### src/core/flash_host_pkg.sv
package flash_host_pkg;

  localparam int unsigned ADDR_W = 22;
  localparam int unsigned DATA_W = 16;
  localparam int unsigned CLK_MHZ = 50;
  // access timing in ns, turned into cycle counts below (least times round up)
  localparam int unsigned SETUP_NS = 40;
  localparam int unsigned STROBE_NS = 70;
  localparam int unsigned HOLD_NS = 20;
  localparam int unsigned POWER_UP_RESET_NS = 200;
  localparam int unsigned SETUP_CYC = (SETUP_NS * CLK_MHZ + 999) / 1000;
  localparam int unsigned STROBE_CYC = (STROBE_NS * CLK_MHZ + 999) / 1000;
  localparam int unsigned HOLD_CYC = (HOLD_NS * CLK_MHZ + 999) / 1000;
  localparam int unsigned POWER_UP_RESET_CYC = (POWER_UP_RESET_NS * CLK_MHZ + 999) / 1000;
  localparam int unsigned CNT_W = 8;

  typedef struct packed {
    logic [ADDR_W-1:0] addr;
    logic [DATA_W-1:0] wdata;
    logic              write;
  } host_req_t;

  typedef struct packed {
    logic chip_enable_n;
    logic output_enable_n;
    logic write_enable_n;
    logic reset_n;
    logic write_protect_n;
  } flash_ctrl_t;

endpackage : flash_host_pkg

### src/core/flash_host.sv
`timescale 1ns/1ps
// Overview of operation
// - drive command and data on data_pins
// - host holds reset low through power-up
// - address/data latched on first rising strobe
// - no erase/program at low program voltage; supply_ok is checked only when a write is taken
// - command address lies in target block
module flash_host (
  input  wire logic                                core_clk,        // system clock
  input  wire logic                                rst_n,           // async reset, active low
  input  wire logic                                req_valid,       // request strobe
  input  flash_host_pkg::host_req_t                req,             // address, data, direction
  input  wire logic                                device_reset_req, // hold device in reset
  input  wire logic                                lockdown_enable, // keep write protect low
  input  wire logic                                supply_ok,       // supplies above lockout levels
  output logic                                     req_ready,       // idle, may take a request
  output logic                                     resp_valid,      // one-cycle completion pulse
  output logic [flash_host_pkg::DATA_W-1:0]        resp_rdata,      // read data
  output logic                                     resp_refused,    // write refused, supply low
  output logic [flash_host_pkg::ADDR_W-1:0]        address_pins,    // device address
  output logic [flash_host_pkg::DATA_W-1:0]        data_out,        // data pin drive value
  output logic                                     data_oe_n,       // low while host drives data_pins
  input  wire logic [flash_host_pkg::DATA_W-1:0]   data_in,         // data pin level
  output flash_host_pkg::flash_ctrl_t              ctrl             // control pins
);

  typedef enum logic [2:0] {ST_PWR, ST_IDLE, ST_SETUP, ST_STROBE, ST_HOLD} state_t;

  state_t                              state;
  logic [flash_host_pkg::CNT_W-1:0]    cnt;
  logic                                is_write;
  logic                                take;
  logic                                refuse;
  logic                                phase_end;
  logic                                reset_hold;
  flash_host_pkg::flash_ctrl_t         next_ctrl;

  // counter load for a phase of n cycles; a phase ends in the cycle its counter reads zero
  function automatic logic [flash_host_pkg::CNT_W-1:0] cyc(input int unsigned n);
    cyc = flash_host_pkg::CNT_W'(n - 1);
  endfunction : cyc

  // one decode of a taken request, so sequencer, latches and answer never disagree
  function automatic logic taken(input state_t s, input logic valid);
    taken = s == ST_IDLE && valid;
  endfunction : taken

  // one flag stands for both supply monitors; a write taken while it is low is refused, a write already under way goes on
  function automatic logic refused(input logic write, input logic ok);
    refused = write && !ok;
  endfunction : refused

  // the device stays selected through the hold cycle in both directions
  function automatic logic selected(input state_t s);
    selected = s == ST_SETUP || s == ST_STROBE || s == ST_HOLD;
  endfunction : selected

  // a device reset request never cuts setup or strobe; the pin still drops, so the device aborts
  function automatic logic abortable(input state_t s);
    abortable = s != ST_SETUP && s != ST_STROBE;
  endfunction : abortable

  function automatic logic strobe_end(input state_t s, input logic done);
    strobe_end = s == ST_STROBE && done;
  endfunction : strobe_end

  function automatic logic read_drive(input state_t s, input logic write);
    read_drive = !write && (s == ST_SETUP || s == ST_STROBE);
  endfunction : read_drive

  function automatic logic write_strobe(input state_t s, input logic write);
    write_strobe = write && s == ST_STROBE;
  endfunction : write_strobe

  localparam logic [flash_host_pkg::CNT_W-1:0] PWR_LOAD = cyc(flash_host_pkg::POWER_UP_RESET_CYC);

  assign take       = taken(state, req_valid);
  assign refuse     = refused(req.write, supply_ok);
  assign phase_end  = cnt == '0;
  assign reset_hold = device_reset_req && abortable(state);

  // phase sequence; the power-up stage holds the device in reset before any access
  always_ff @(posedge core_clk or negedge rst_n) begin
    if (!rst_n) begin
      state <= ST_PWR;
    end else if (reset_hold) begin
      state <= ST_PWR;
    end else begin
      unique case (state)
        ST_PWR: begin
          if (phase_end) state <= ST_IDLE;
        end
        ST_IDLE: begin
          if (take && !refuse) state <= ST_SETUP;
        end
        ST_SETUP: begin
          if (phase_end) state <= ST_STROBE;
        end
        ST_STROBE: begin
          if (phase_end) state <= ST_HOLD;
        end
        ST_HOLD: begin
          if (phase_end) state <= ST_IDLE;
        end
      endcase
    end
  end

  // phase counter; out of reset it holds the power-up count, so the device reset pin stays low that long
  always_ff @(posedge core_clk or negedge rst_n) begin
    if (!rst_n) begin
      cnt <= PWR_LOAD;
    end else if (reset_hold) begin
      cnt <= PWR_LOAD;
    end else begin
      unique case (state)
        ST_PWR: begin
          if (!phase_end) cnt <= cnt - 1'b1;
        end
        ST_IDLE: begin
          if (take && !refuse) cnt <= cyc(flash_host_pkg::SETUP_CYC);
        end
        ST_SETUP: begin
          if (phase_end) cnt <= cyc(flash_host_pkg::STROBE_CYC);
          else cnt <= cnt - 1'b1;
        end
        ST_STROBE: begin
          if (phase_end) cnt <= cyc(flash_host_pkg::HOLD_CYC);
          else cnt <= cnt - 1'b1;
        end
        ST_HOLD: begin
          if (!phase_end) cnt <= cnt - 1'b1;
        end
      endcase
    end
  end

  // address and data latched at the take, held until after the rising strobe
  always_ff @(posedge core_clk or negedge rst_n) begin
    if (!rst_n) begin
      address_pins <= '0;
      data_out     <= '0;
      is_write     <= 1'b0;
    end else if (take) begin
      address_pins <= req.addr;
      data_out     <= req.wdata;
      is_write     <= req.write;
    end
  end

  // next pin levels; the write strobe rises a cycle before chip enable so data stays valid
  always_comb begin
    next_ctrl.reset_n         = !(state == ST_PWR || device_reset_req);
    next_ctrl.write_protect_n = !lockdown_enable;
    next_ctrl.chip_enable_n   = !selected(state);
    next_ctrl.output_enable_n = !read_drive(state, is_write);
    next_ctrl.write_enable_n  = !write_strobe(state, is_write);
  end

  // control pins come straight from flops; reset leaves the device held in reset and deselected
  always_ff @(posedge core_clk or negedge rst_n) begin
    if (!rst_n) begin
      ctrl <= '{chip_enable_n: 1'b1, output_enable_n: 1'b1, write_enable_n: 1'b1,
                reset_n: 1'b0, write_protect_n: 1'b0};
    end else begin
      ctrl <= next_ctrl;
    end
  end

  // host drives the data pins from setup to the end of the hold cycle of a write
  always_ff @(posedge core_clk or negedge rst_n) begin
    if (!rst_n) begin
      data_oe_n <= 1'b1;
    end else begin
      data_oe_n <= !(is_write && selected(state));
    end
  end

  // ready only when idle and nothing pending; take does not wait for it, so a request held in idle is taken again
  always_ff @(posedge core_clk or negedge rst_n) begin
    if (!rst_n) begin
      req_ready <= 1'b0;
    end else begin
      req_ready <= state == ST_IDLE && !req_valid && !device_reset_req;
    end
  end

  // completion pulse; a refused write answers at once and leaves the control pins idle, though address_pins still take its address
  always_ff @(posedge core_clk or negedge rst_n) begin
    if (!rst_n) begin
      resp_valid   <= 1'b0;
      resp_refused <= 1'b0;
    end else begin
      resp_valid   <= (take && refuse) || strobe_end(state, phase_end);
      resp_refused <= take && refuse;
    end
  end

  // read data sampled at the end of the strobe, while the device still drives the pins
  always_ff @(posedge core_clk or negedge rst_n) begin
    if (!rst_n) begin
      resp_rdata <= '0;
    end else if (strobe_end(state, phase_end) && !is_write) begin
      resp_rdata <= data_in;
    end
  end

endmodule : flash_host

### config.mk
export PLATFORM = sky130hd
export DESIGN_NAME = flash_host
export DESIGN_NICKNAME = d
export VERILOG_FILES = /design/src/core/flash_host_pkg.sv /design/src/core/flash_host.sv
export SDC_FILE = /design/constraint.sdc
export NUM_CORES = 1
export LEC_CHECK = 0
export ABC_AREA = 1
export BUFFER_PORTS_ARGS = -buffer_cell sky130_fd_sc_hd__buf_2
export CAP_MARGIN = 20
export CORE_MARGIN = 2
export CORE_UTILIZATION = 25
export DETAILED_ROUTE_END_ITERATION = 8
export SLEW_MARGIN = 20
export SYNTH_ARGS = -nofsm -noshare
export SYNTH_HDL_FRONTEND = slang
export SYNTH_SLANG_ARGS = --single-unit
### constraint.sdc
create_clock -name core_clk -period 2.37 [get_ports core_clk]
set_input_delay 0.237 -clock core_clk [delete_from_list [all_inputs] [get_ports core_clk]]
set_output_delay 0.237 -clock core_clk [all_outputs]
set_load 0.05 [all_outputs]
Word-level counts from Yosys, hierarchy flattened
Index checks and enable logic that the tools add are counted.
{ "word_totals": {"regBits": 75, "input_bits": 61, "out_inout_bits": 63, "wordCells": 72} }
{ "op_classes": {"n_addsub": 1, "eq_ne": 11, "n_mux": 12, "reduce_logical": 33} }
{ "ops": {"columns": ["operator", "count"], "rows": [
  ["2-to-1 mux 8 bit", 5],
  ["case mux 8 bit (4 select lines)", 1],
  ["2-to-1 mux 3 bit", 5],
  ["logical AND 1 bit", 13],
  ["!= test 3 x 2 -> 1 bit, second input constant", 4],
  ["case mux 3 bit (4 select lines)", 1],
  ["logical NOT 1 bit", 11],
  ["logical NOT 8 bit", 1],
  ["subtractor 8 x 1 -> 8 bit, second input constant", 1],
  ["== test 3 x 2 -> 1 bit, second input constant", 2],
  ["!= test 3 bit, second input constant", 2],
  ["logical OR 1 bit", 4],
  ["AND reduction 4 bit", 1],
  ["== test 3 x 1 -> 1 bit, second input constant", 1],
  ["== test 3 bit, second input constant", 1],
  ["logical NOT 3 bit", 1],
  ["!= test 3 x 1 -> 1 bit, second input constant", 1],
  ["AND reduction 2 bit", 1],
  ["OR reduction 2 bit", 1]
]} }

Depth between registers and ports, before layout
Gate-level depths: netlist (run 1).
{ "depth": {"word_depth": 7, "mapped_depth": 10, "mapped_depth_nobuf": 10} }

Least setup slack after synthesis (run 1)
Ideal clock, no wire load.
{ "synth_path": {"path_kind": "register to register", "startpoint": "register cnt[0] (netlist bit)", "endpoint": "register cnt[6] (netlist bit)", "t_arrival_ns": 1.328, "required_ns": 2.257, "setup_slack_ns": 0.929, "stages_incl_launch_ff": 11, "path_buffers": 0, "synth_period_minus_slack_ns": 1.441, "path_cell_list": "dfstp_2 inv_1 ha_1 nand3_2 nor2_8 nand2_4 nand2_4 inv_4 nand2_1 nand2_1 inv_1"} }
{ "synth_via": {"elab_chain_cells": 4} }
{ "synth_rtl": {"columns": ["element", "line", "rtl"], "rows": [
  ["from (decl)", "flash_host.sv:30", "logic [flash_host_pkg::CNT_W-1:0] cnt;"],
  ["from (signal assigned)", "flash_host.sv:118", "if (!phase_end) cnt <= cnt - 1'b1;"],
  ["from (signal assigned)", "flash_host.sv:121", "if (take && !refuse) cnt <= cyc(flash_host_pkg::SETUP_CYC);"],
  ["from (signal assigned)", "flash_host.sv:124", "if (phase_end) cnt <= cyc(flash_host_pkg::STROBE_CYC);"],
  ["subtractor 8 x 1 -> 8 bit or logical NOT 8 bit (tied branches)", null, null],
  ["2-to-1 mux 8 bit (on tied branches)", null, null],
  ["case mux 8 bit (4 select lines)", "flash_host.sv:116", "unique case (state)"],
  ["2-to-1 mux 8 bit", "flash_host.sv:113", "end else if (reset_hold) begin"]
]} }
Parallel ways exist; a longest one is shown, timed or not. The select of a mux whose other input is x is not followed.
A chain may end at the register's enable or synchronous reset.

Final worst setup path (run 1)
{ "layout_path": {"startpoint": "register cnt[0] (netlist bit)", "endpoint": "register resp_rdata[13] (netlist bit)"} }
{ "layout_via": {"elab_chain_cells": 3} }
{ "layout_rtl": {"columns": ["element", "line", "rtl"], "rows": [
  ["logical NOT 8 bit", "flash_host.sv:79", "assign phase_end = cnt == '0;"],
  ["logical AND 1 bit", "flash_host.sv:64", "strobe_end = s == ST_STROBE && done;"],
  ["logical AND 1 bit", "flash_host.sv:203", "end else if (strobe_end(state, phase_end) && !is_write) begin"],
  ["to (signal assigned)", "flash_host.sv:204", "resp_rdata <= data_in;"],
  ["to (decl)", "flash_host.sv:18", "output logic [flash_host_pkg::DATA_W-1:0] resp_rdata,"]
]} }
No other way between the ends.

==> results.md, run 1 <==
- Total Wirelength: 7.710 mm
- Crit Reg-Reg Startpoint: cnt[0]
- Final Power: 6549 uW
- Depth of the worst register-to-register path: 7
- Share of the synthesized area in the top cell type: 52.13%
- Buffers & Inverters on Critical Path: 1
- Number of input and output port buffers inserted: 123
- Global-route congestion overflow total: 0
- Maximum number of pins on one net before global-route repair: 76
- CP delay by family, top: simple AND/OR/NAND/NOR gates
- Area of the multi-input gates: 1194 um2
- Setup violation total in the final timing report: 0
- Gate count of the mapped netlist: 382
- CTS tree: done
- Number of CTS-inserted buffers: 9
- Critical path data required time: 2.58 ns
- Worst slack on hold paths: 0.04772 ns
- Area enclosed by the die boundary: 14180 um2
- Die Span X: 119.1 um
- GR met3 Demand/Resource: 4.693%
- Core Area: 13090 um2
- Commonest non-fill, non-tap cell in the layout: nand2_1
- Final hold vios: 0
- Highest clock frequency the design can meet: 552.8 MHz
- Cell type of the slowest stage on the worst timing path: dfstp_2
- Total global routing track utilization: 11.70%
- Maximum resistive drop on vdd: 757.7 uV
- Post-CTS setup buffer count: 0
- DR vias/cell: 4.061
- Share of the clock period used by the worst path after layout: 76.33%
- Diode insertion count for antenna repair: 0
- Number of enable flip-flop cells after synthesis: 0
- Total of max-cap violations: 0
- Via count of the first global-routing pass: 2802
- CP max stage delay: 0.38 ns
- Leading cell types in the layout, fill and taps excluded: 181 x nand2_1, 122 x buf_2, 69 x dfrtp_1
- Routed len/inst: 11.21 um
- Worst Setup Start Kind: register
- Sinks on the clock net: 75
- Capture point of the worst reg-to-reg path: resp_rdata[13]
- Critical Path Sink Type: register
- Crit path max fanout: 32
- PD cells: 1500 nW/um2
- Overall via count from detail_route: 2794
- Warnings from Yosys: 0
- Commonest register cell after synthesis: dfrtp_1
- Worst-skew pair later-pin latency: 0.34 ns
- Maximum count of clock buffers along a single path: 2
- Post-synthesis sequential area ratio: 56.89%
- Filler instances: 1352
- Remaining number of nets flagged by the antenna check after routing: 0
- Number of H-tree levels: 3
- Initial core utilization: 25.31%
- Met2 capacity usage during global routing: 19.47%
- Crit path kind: reg2reg
- LEAKAGE: 0.002481 uW
- Post-layout min period: 1.809 ns
- Worst relative slew slack: 35.58%
- Number of search-and-repair iterations in the first detailed-routing pass: 4
- Setup_tns: 0 ns
- Hold Path Stages: 2
- Met1 Resource Use GR: 13.86%
- Number of antenna violations at the first check in global routing: 0
- Worst-case register-to-register setup slack: 0.56 ns
- Final Cell Area: 4365 um2
- Average cell area after synthesis: 8.670 um2
- Biggest area contributors in the synthesized netlist: dfrtp_1 52%, nand2_1 21%, dfstp_2 4.8%, inv_1 4.4%, o21ai_2 3.7%
- Clock Skews: 0.009577 ns
- Relative area change from synthesis to final layout: 31.81%
- Clock transition at the registers of the reported paths: 0.06 ns
- RSZ-0062 raised after global routing: no
- Worst-margin pin slew: 0.9663 ns
- Fraction of final layout cells sized beyond drive strength 1: 34.77%
- Height of the die: 119.1 um
- Hold Crit Endpoint: ctrl[0]
- DRC viols: 0
- Share of async-settable or async-resettable flops after synthesis: 100.0%
- Distinct cells, synth: 30
- Worst min-delay path category: in2reg
- Hold Path Origin: lockdown_enable
- Register area: 1884 um2
- Number of nets produced by synthesis: 445
- Dpl cell area: 4091 um2
- #FFs+latches synth: 75
- Run status: complete, no violations
- Core Util, Final: 33.36%
- Number of pins with negative max-slew slack in the final report: 0
- Number of buffers added to fix hold violations after cts: 0
- Final HPWL from detailed placement: 5.360 mm
- List of cells traversed by the critical path: inv_1 > ha_1 > nand3_2 > nor2_8 > nand3_4 > nand2_1 > o21ai_2
- Cell taking the most area after synthesis: dfrtp_1
- Arr. time, crit path: 2.02 ns
- NumNets Final: 570
- Root cell of the clock tree: clkbuf_16
- Number of primary I/O pins: 124
- Standard-cell rows: 42
- Initial drt markers: 134
- Post-synthesis cell area: 3312 um2
- Layer with the highest usage: met2
- Routability-driven placement congestion ratio: 0.7815
- First-pass GRT wire length: 12.97 mm
- Number of resized instances in the post-cts repair step: 0
-- cells by family after synthesis --
| logic type | synth area share [%] |
|---|---|
| adder cells (fa/ha/maj) | 0.7555 |
| AO/OA/AOI/OAI | 5.780 |
| AND/OR/NAND/NOR | 29.24 |
| XOR/XNOR | 0.2645 |
| buffers and inverters | 7.065 |
| flip-flops | 56.89 |
-- layer usage --
metal / up-vias / share of wire (%)
li1: 1401 / -
met1: 1299 / 44
met2: 86 / 48
met3: 8 / 6.5
met4: 0 / 1.0
met5: - / 0
-- where the power goes --
part | internal [uW] | total, uW | switching (uW)
registers | 1800 | 2100 | 296
clock network | 764 | 1280 | 514
logic | 758 | 3170 | 2420
total | 3320 | 6550 | 3230
-- worst max path at each step --
stage | end | slack (ns) | cells after the start | startpoint
floorplan | cnt[6] | 0.93 | 10 | cnt[0]
global placement | resp_rdata[1] | 0.67 | 7 | cnt[0]
detailed placement | resp_rdata[13] | 0.58 | 7 | cnt[0]
CTS | resp_rdata[13] | 0.55 | 7 | cnt[0]
global route | resp_rdata[13] | 0.43 | 7 | cnt[0]
finish | resp_rdata[13] | 0.56 | 7 | cnt[0]
-- cell type report --
type / count / share of cell area (%)
inverters: 42 / 3.669
well taps: 176 / 5.044
clock inverters: 2 / 0.2293
multi-input cells: 254 / 27.34
repair buffers: 125 / 14.50
flip-flops and latches: 75 / 43.16
clock buffers: 14 / 6.048
-- state kept, by name, summed over array words and instances, names as in the netlist --
register and cells:
resp_rdata 16, ctrl 5, is_write 1, data_oe_n 1, resp_valid 1, resp_refused 1
data_out 16, address_pins 22, cnt 8, req_ready 1, state 3
-- cell usage after synthesis, drive strengths merged, types with 2 or more instances --
cell type	n
o21ai	21
nand2	185
nor2	20
nand4	2
nand3	15
dfstp	6
nor3	2
ha	2
inv	42
buf	11
a21oi	2
dfrtp	69
-- metrics by stage --
step / setup WS (ns) / instances
after floorplan: 0.9294 / 382
after global placement: 0.6659 / 672
after global routing: 0.4259 / 688
after detailed placement: 0.5771 / 672
after CTS: 0.5523 / 688
final: 0.5609 / 688
(Power assumes the default switching activity.)
==> run 2: changes to the inputs <==
--- a/config.mk
+++ b/config.mk
@@ -5,7 +5,7 @@
 export SDC_FILE = /design/constraint.sdc
 export NUM_CORES = 1
 export LEC_CHECK = 0
-export ABC_AREA = 1
+export ABC_AREA = 0
 export BUFFER_PORTS_ARGS = -buffer_cell sky130_fd_sc_hd__buf_2
 export CAP_MARGIN = 20
 export CORE_MARGIN = 2
==> constraint.sdc (replaced) <==
create_clock -name core_clk -period 1.7 [get_ports core_clk]
set_input_delay 0.17 -clock core_clk [delete_from_list [all_inputs] [get_ports core_clk]]
set_output_delay 0.17 -clock core_clk [all_outputs]
set_load 0.05 [all_outputs]
==> run 2 against run 1 <==
  * Critical endpoint is now resp_rdata[5]
  * Critical path depth stayed put
  * Global-route usage hardly changed
  * Highest routed layer is now met5
  * Flip-flop and latch count stayed put
  * The flow now finishes with violations (negative setup slack)
  * Largest power group unchanged
  * Worst hold slack better by 0.0044 ns
==> results.md, run 2 <==
- Total global routing track utilization: 11.70% (about the same)
- Relative area change from synthesis to final layout: 54.29% (was 31.81%)
- Share of the synthesized area in the top cell type: 54.76% (was 52.13%)
- Height of the die: 116.3 um (was 119.1 um)
- Cell taking the most area after synthesis: dfrtp_1 (unchanged)
- Core Area: 12470 um2 (was 13090 um2)
- Leading cell types in the layout, fill and taps excluded: 122 x buf_2, 69 x dfrtp_1, 35 x mux2_2 (was 181 x nand2_1, 122 x buf_2, 69 x dfrtp_1)
- Total net switching power: 3093 uW (was 3226 uW)
- Post-layout min period: 1.815 ns (was 1.809 ns)
- Highest clock frequency the design can meet: 550.9 MHz (was 552.8 MHz)
- Total of max-cap violations: 0 (unchanged)
- Final HPWL from detailed placement: 5.476 mm (was 5.360 mm)
- Worst relative slew slack: 70.26% (was 35.58%)
- Crit path max fanout: 8 (was 32)
- Final hold vios: 0 (unchanged)
- Distinct cells, synth: 41 (was 30)
- DR vias/cell: 4.395 (was 4.061)
- Via count of the first global-routing pass: 2436 (was 2802)
- CTS tree: done (unchanged)
- Final Power: 7535 uW (was 6549 uW)
- Number of antenna violations at the first check in global routing: 1 (was 0)
- Remaining number of nets flagged by the antenna check after routing: 0 (unchanged)
- Violations in the final reports: negative setup slack
- Net switching share of the total power: 41.05% (was 49.26%)
- Initial drt markers: 156 (was 134)
- Maximum resistive drop on vdd: 572.4 uV (was 757.7 uV)
- Commonest non-fill, non-tap cell in the layout: buf_2 (was nand2_1)
- Min setup slack post-route: -0.1153 ns (was 0.5609 ns)
- Relative contribution of combinational cells to total power: 41.6% (was 48.5%)
- Number of search-and-repair iterations in the first detailed-routing pass: 4 (unchanged)
- Maximum number of pins on one net before global-route repair: 31 (was 76)
- Global-route congestion overflow total: 0 (unchanged)
- Warnings from Yosys: 0 (unchanged)
- Filler instances: 1192 (was 1352)
- Setup_tns: -1.516 ns (was 0 ns)
- Area enclosed by the die boundary: 13530 um2 (was 14180 um2)
- Sinks on the clock net: 75 (unchanged)
- First-pass GRT wire length: 12.08 mm (was 12.97 mm)
- Clock Power Share: 25.1% (was 19.5%)
- Register name with the most flops: address_pins (unchanged)
- Routed len/inst: 14.80 um (was 11.21 um)
- Run status: finished, violations left (was complete, no violations)
- Most used standard cells in the synthesized netlist: 69 x dfrtp_1, 42 x mux2_2, 13 x mux2_1 (was 181 x nand2_1, 69 x dfrtp_1, 39 x inv_1)
- Gate count of the mapped netlist: 226 (was 382)
- Registers with the most flip-flops: address_pins: 22 flops, data_out: 16 flops, resp_rdata: 16 flops (unchanged)
- Worst min-delay path category: in2reg (unchanged)
- #FFs+latches synth: 75 (unchanged)
- Count of placed standard cells in the final layout, fillers left out: 564 (was 688)
- Maximum count of clock buffers along a single path: 2 (unchanged)
- Total instance count after detailed placement: 536 (was 672)
- Standard-cell rows: 41 (was 42)
- Diode insertion count for antenna repair: 0 (unchanged)
- Clock Skews: 0.005953 ns (was 0.009577 ns)
- Initial core utilization: 25.29% (was 25.31%)
- Worst-skew pair later-pin latency: 0.33 ns (was 0.34 ns)
- Overall via count from detail_route: 2479 (was 2794)
- Number of CTS-inserted buffers: 9 (unchanged)
- DRC viols: 0 (unchanged)
- Die Span X: 116.3 um (was 119.1 um)
- Arr. time, crit path: 2.03 ns (was 2.02 ns)
- Routability-driven placement congestion ratio: 0.8443 (was 0.7815)
- Clock transition at the registers of the reported paths: 0.06 ns (about the same)
- Number of input and output port buffers inserted: 123 (unchanged)
- Worst-margin pin slew: 0.4461 ns (was 0.9663 ns)
- Share of the clock period used by the worst path after layout: 106.8% (was 76.33%)
- Flip-flop count of the largest register after layout: 22 (unchanged)
- Worst Setup Start Kind: register (unchanged)
- Setup violation total in the final timing report: 16 (was 0)
- Number of nets produced by synthesis: 289 (was 445)
- Critical Path Sink Type: register (unchanged)
- Fraction of final layout cells sized beyond drive strength 1: 68.11% (was 34.77%)
- Commonest register cell after synthesis: dfrtp_1 (unchanged)
- Sequential fraction of design power: 33.4% (was 32.0%)
- Average cell area after synthesis: 13.95 um2 (was 8.670 um2)
- Share of async-settable or async-resettable flops after synthesis: 100.0% (unchanged)
- Critical path data required time: 1.91 ns (was 2.58 ns)
- Post-synthesis sequential area ratio: 59.76% (was 56.89%)
- Most frequently used cell type in the post-synthesis netlist: dfrtp_1 (was nand2_1)
- NumNets Final: 450 (was 570)
- Post-synthesis cell area: 3153 um2 (was 3312 um2)
- Number of primary I/O pins: 124 (unchanged)
- Number of pins with negative max-slew slack in the final report: 0 (unchanged)
- Root cell of the clock tree: clkbuf_16 (unchanged)
- PD cells: 1549 nW/um2 (was 1500 nW/um2)
- Pre-CTS worst setup slack: -0.06585 ns (was 0.5771 ns)
- Biggest area contributors in the synthesized netlist: dfrtp_1 55%, mux2_2 15%, dfstp_2 5.0%, mux2_1 4.6%, buf_6 1.4% (was dfrtp_1 52%, nand2_1 21%, dfstp_2 4.8%, inv_1 4.4%, o21ai_2 3.7%)
- Number of H-tree levels: 3 (unchanged)
- Number of enable flip-flop cells after synthesis: 0 (unchanged)
- Internal power: 4442 uW (was 3323 uW)
- Crit path kind: reg2reg (unchanged)
- LEAKAGE: 0.002390 uW (was 0.002481 uW)
- Total Wirelength: 8.349 mm (was 7.710 mm)
- RSZ-0062 raised after global routing: yes (was no)
## run 2: cell types whose count changed after synthesis, sizes merged, moves of 11 or more
cell and delta:
nor2 -11, o21ai -16, inv -31, nand2 -182, mux2 +55, nand3 -12
## run 2: worst paths after layout
check,start,to,slack (ns),cells after the start
setup / recovery,cnt[1],resp_rdata[5],-0.12,7
hold / removal,req[2],data_out[1],0.05,2
setup reg to reg,cnt[1],resp_rdata[5],-0.12,7
hold reg to reg,data_out[1],data_out[1],0.49,1
max in group asynchronous,rst_n,cnt[0],0.77,3
min in group asynchronous,rst_n,ctrl[0],0.34,2
## run 2: through the flow
stage	cell area [um2]	utilization (%)	hold slack [ns]
detailed placement	4202	33.70	0.1470
finish	4865	39.02	0.05212
CTS	4549	36.50	0.04213
global route	4865	39.02	0.04726
floorplan	3193	-	-0.1256
global placement	4202	33.70	0.1422
## run 2: what timing repair did
item	in CTS	in global routing
gates cloned	1	4
hold buffers	2	0
endpoints found under the hold margin	27	0
pin swaps	1	7
setup buffers	0	6
gates resized for setup	7	40
endpoints found under the setup margin	25	35
## run 2: logic make-up (layout without fill, tap and decap cells)
group           after synthesis  after routing  synth area share [%]
flops                        75             75                 59.76
compound gates               32             33                 8.015
mux                          55             55                 19.64
buf+inv                      23            187                 3.849
fa+ha+maj                     2              2                0.7935
simple gates                 38             39                 7.659
xor+xnor                      1              1                0.2778
## run 2: final cells by class
type                    count  area [um2]  share of cell area, %
well taps                 172       215.2                  4.424
repair buffers            160        1018                  20.94
multi-input cells         130        1409                  28.96
flip-flops and latches     75        1884                  38.73
clock buffers              10       229.0                  4.707
inverters                  11       43.79                 0.9002
clock inverters             6       65.06                  1.337
## run 2: routing by layer
layer / global-route usage, % / up-vias / wire length [um]
met3: 3.633 / 14 / 440
met5: 0 / - / 11
li1: - / 1141 / -
met2: 19.03 / 83 / 4017
met4: 4.921 / 2 / 143
met1: 14.44 / 1239 / 3735
## run 2: power by group through the flow
stage	Combinational, uW	Sequential, uW	Clock [uW]
after global routing	3310	2570	2050
after floorplan	775	3840	0
final	3130	2510	1890
after detailed placement	2930	2530	0
after CTS	2960	2500	1960
after global placement	2890	2500	0
## run 2: critical path, stage by stage, from the launching register on
cell and delay, ns:
dfrtp_1 0.39, inv_2 0.08, ha_4 0.12, nor4b_4 0.20
nand4_1 0.20, nor2_4 0.21, clkbuf_16 0.19, mux2_4 0.30
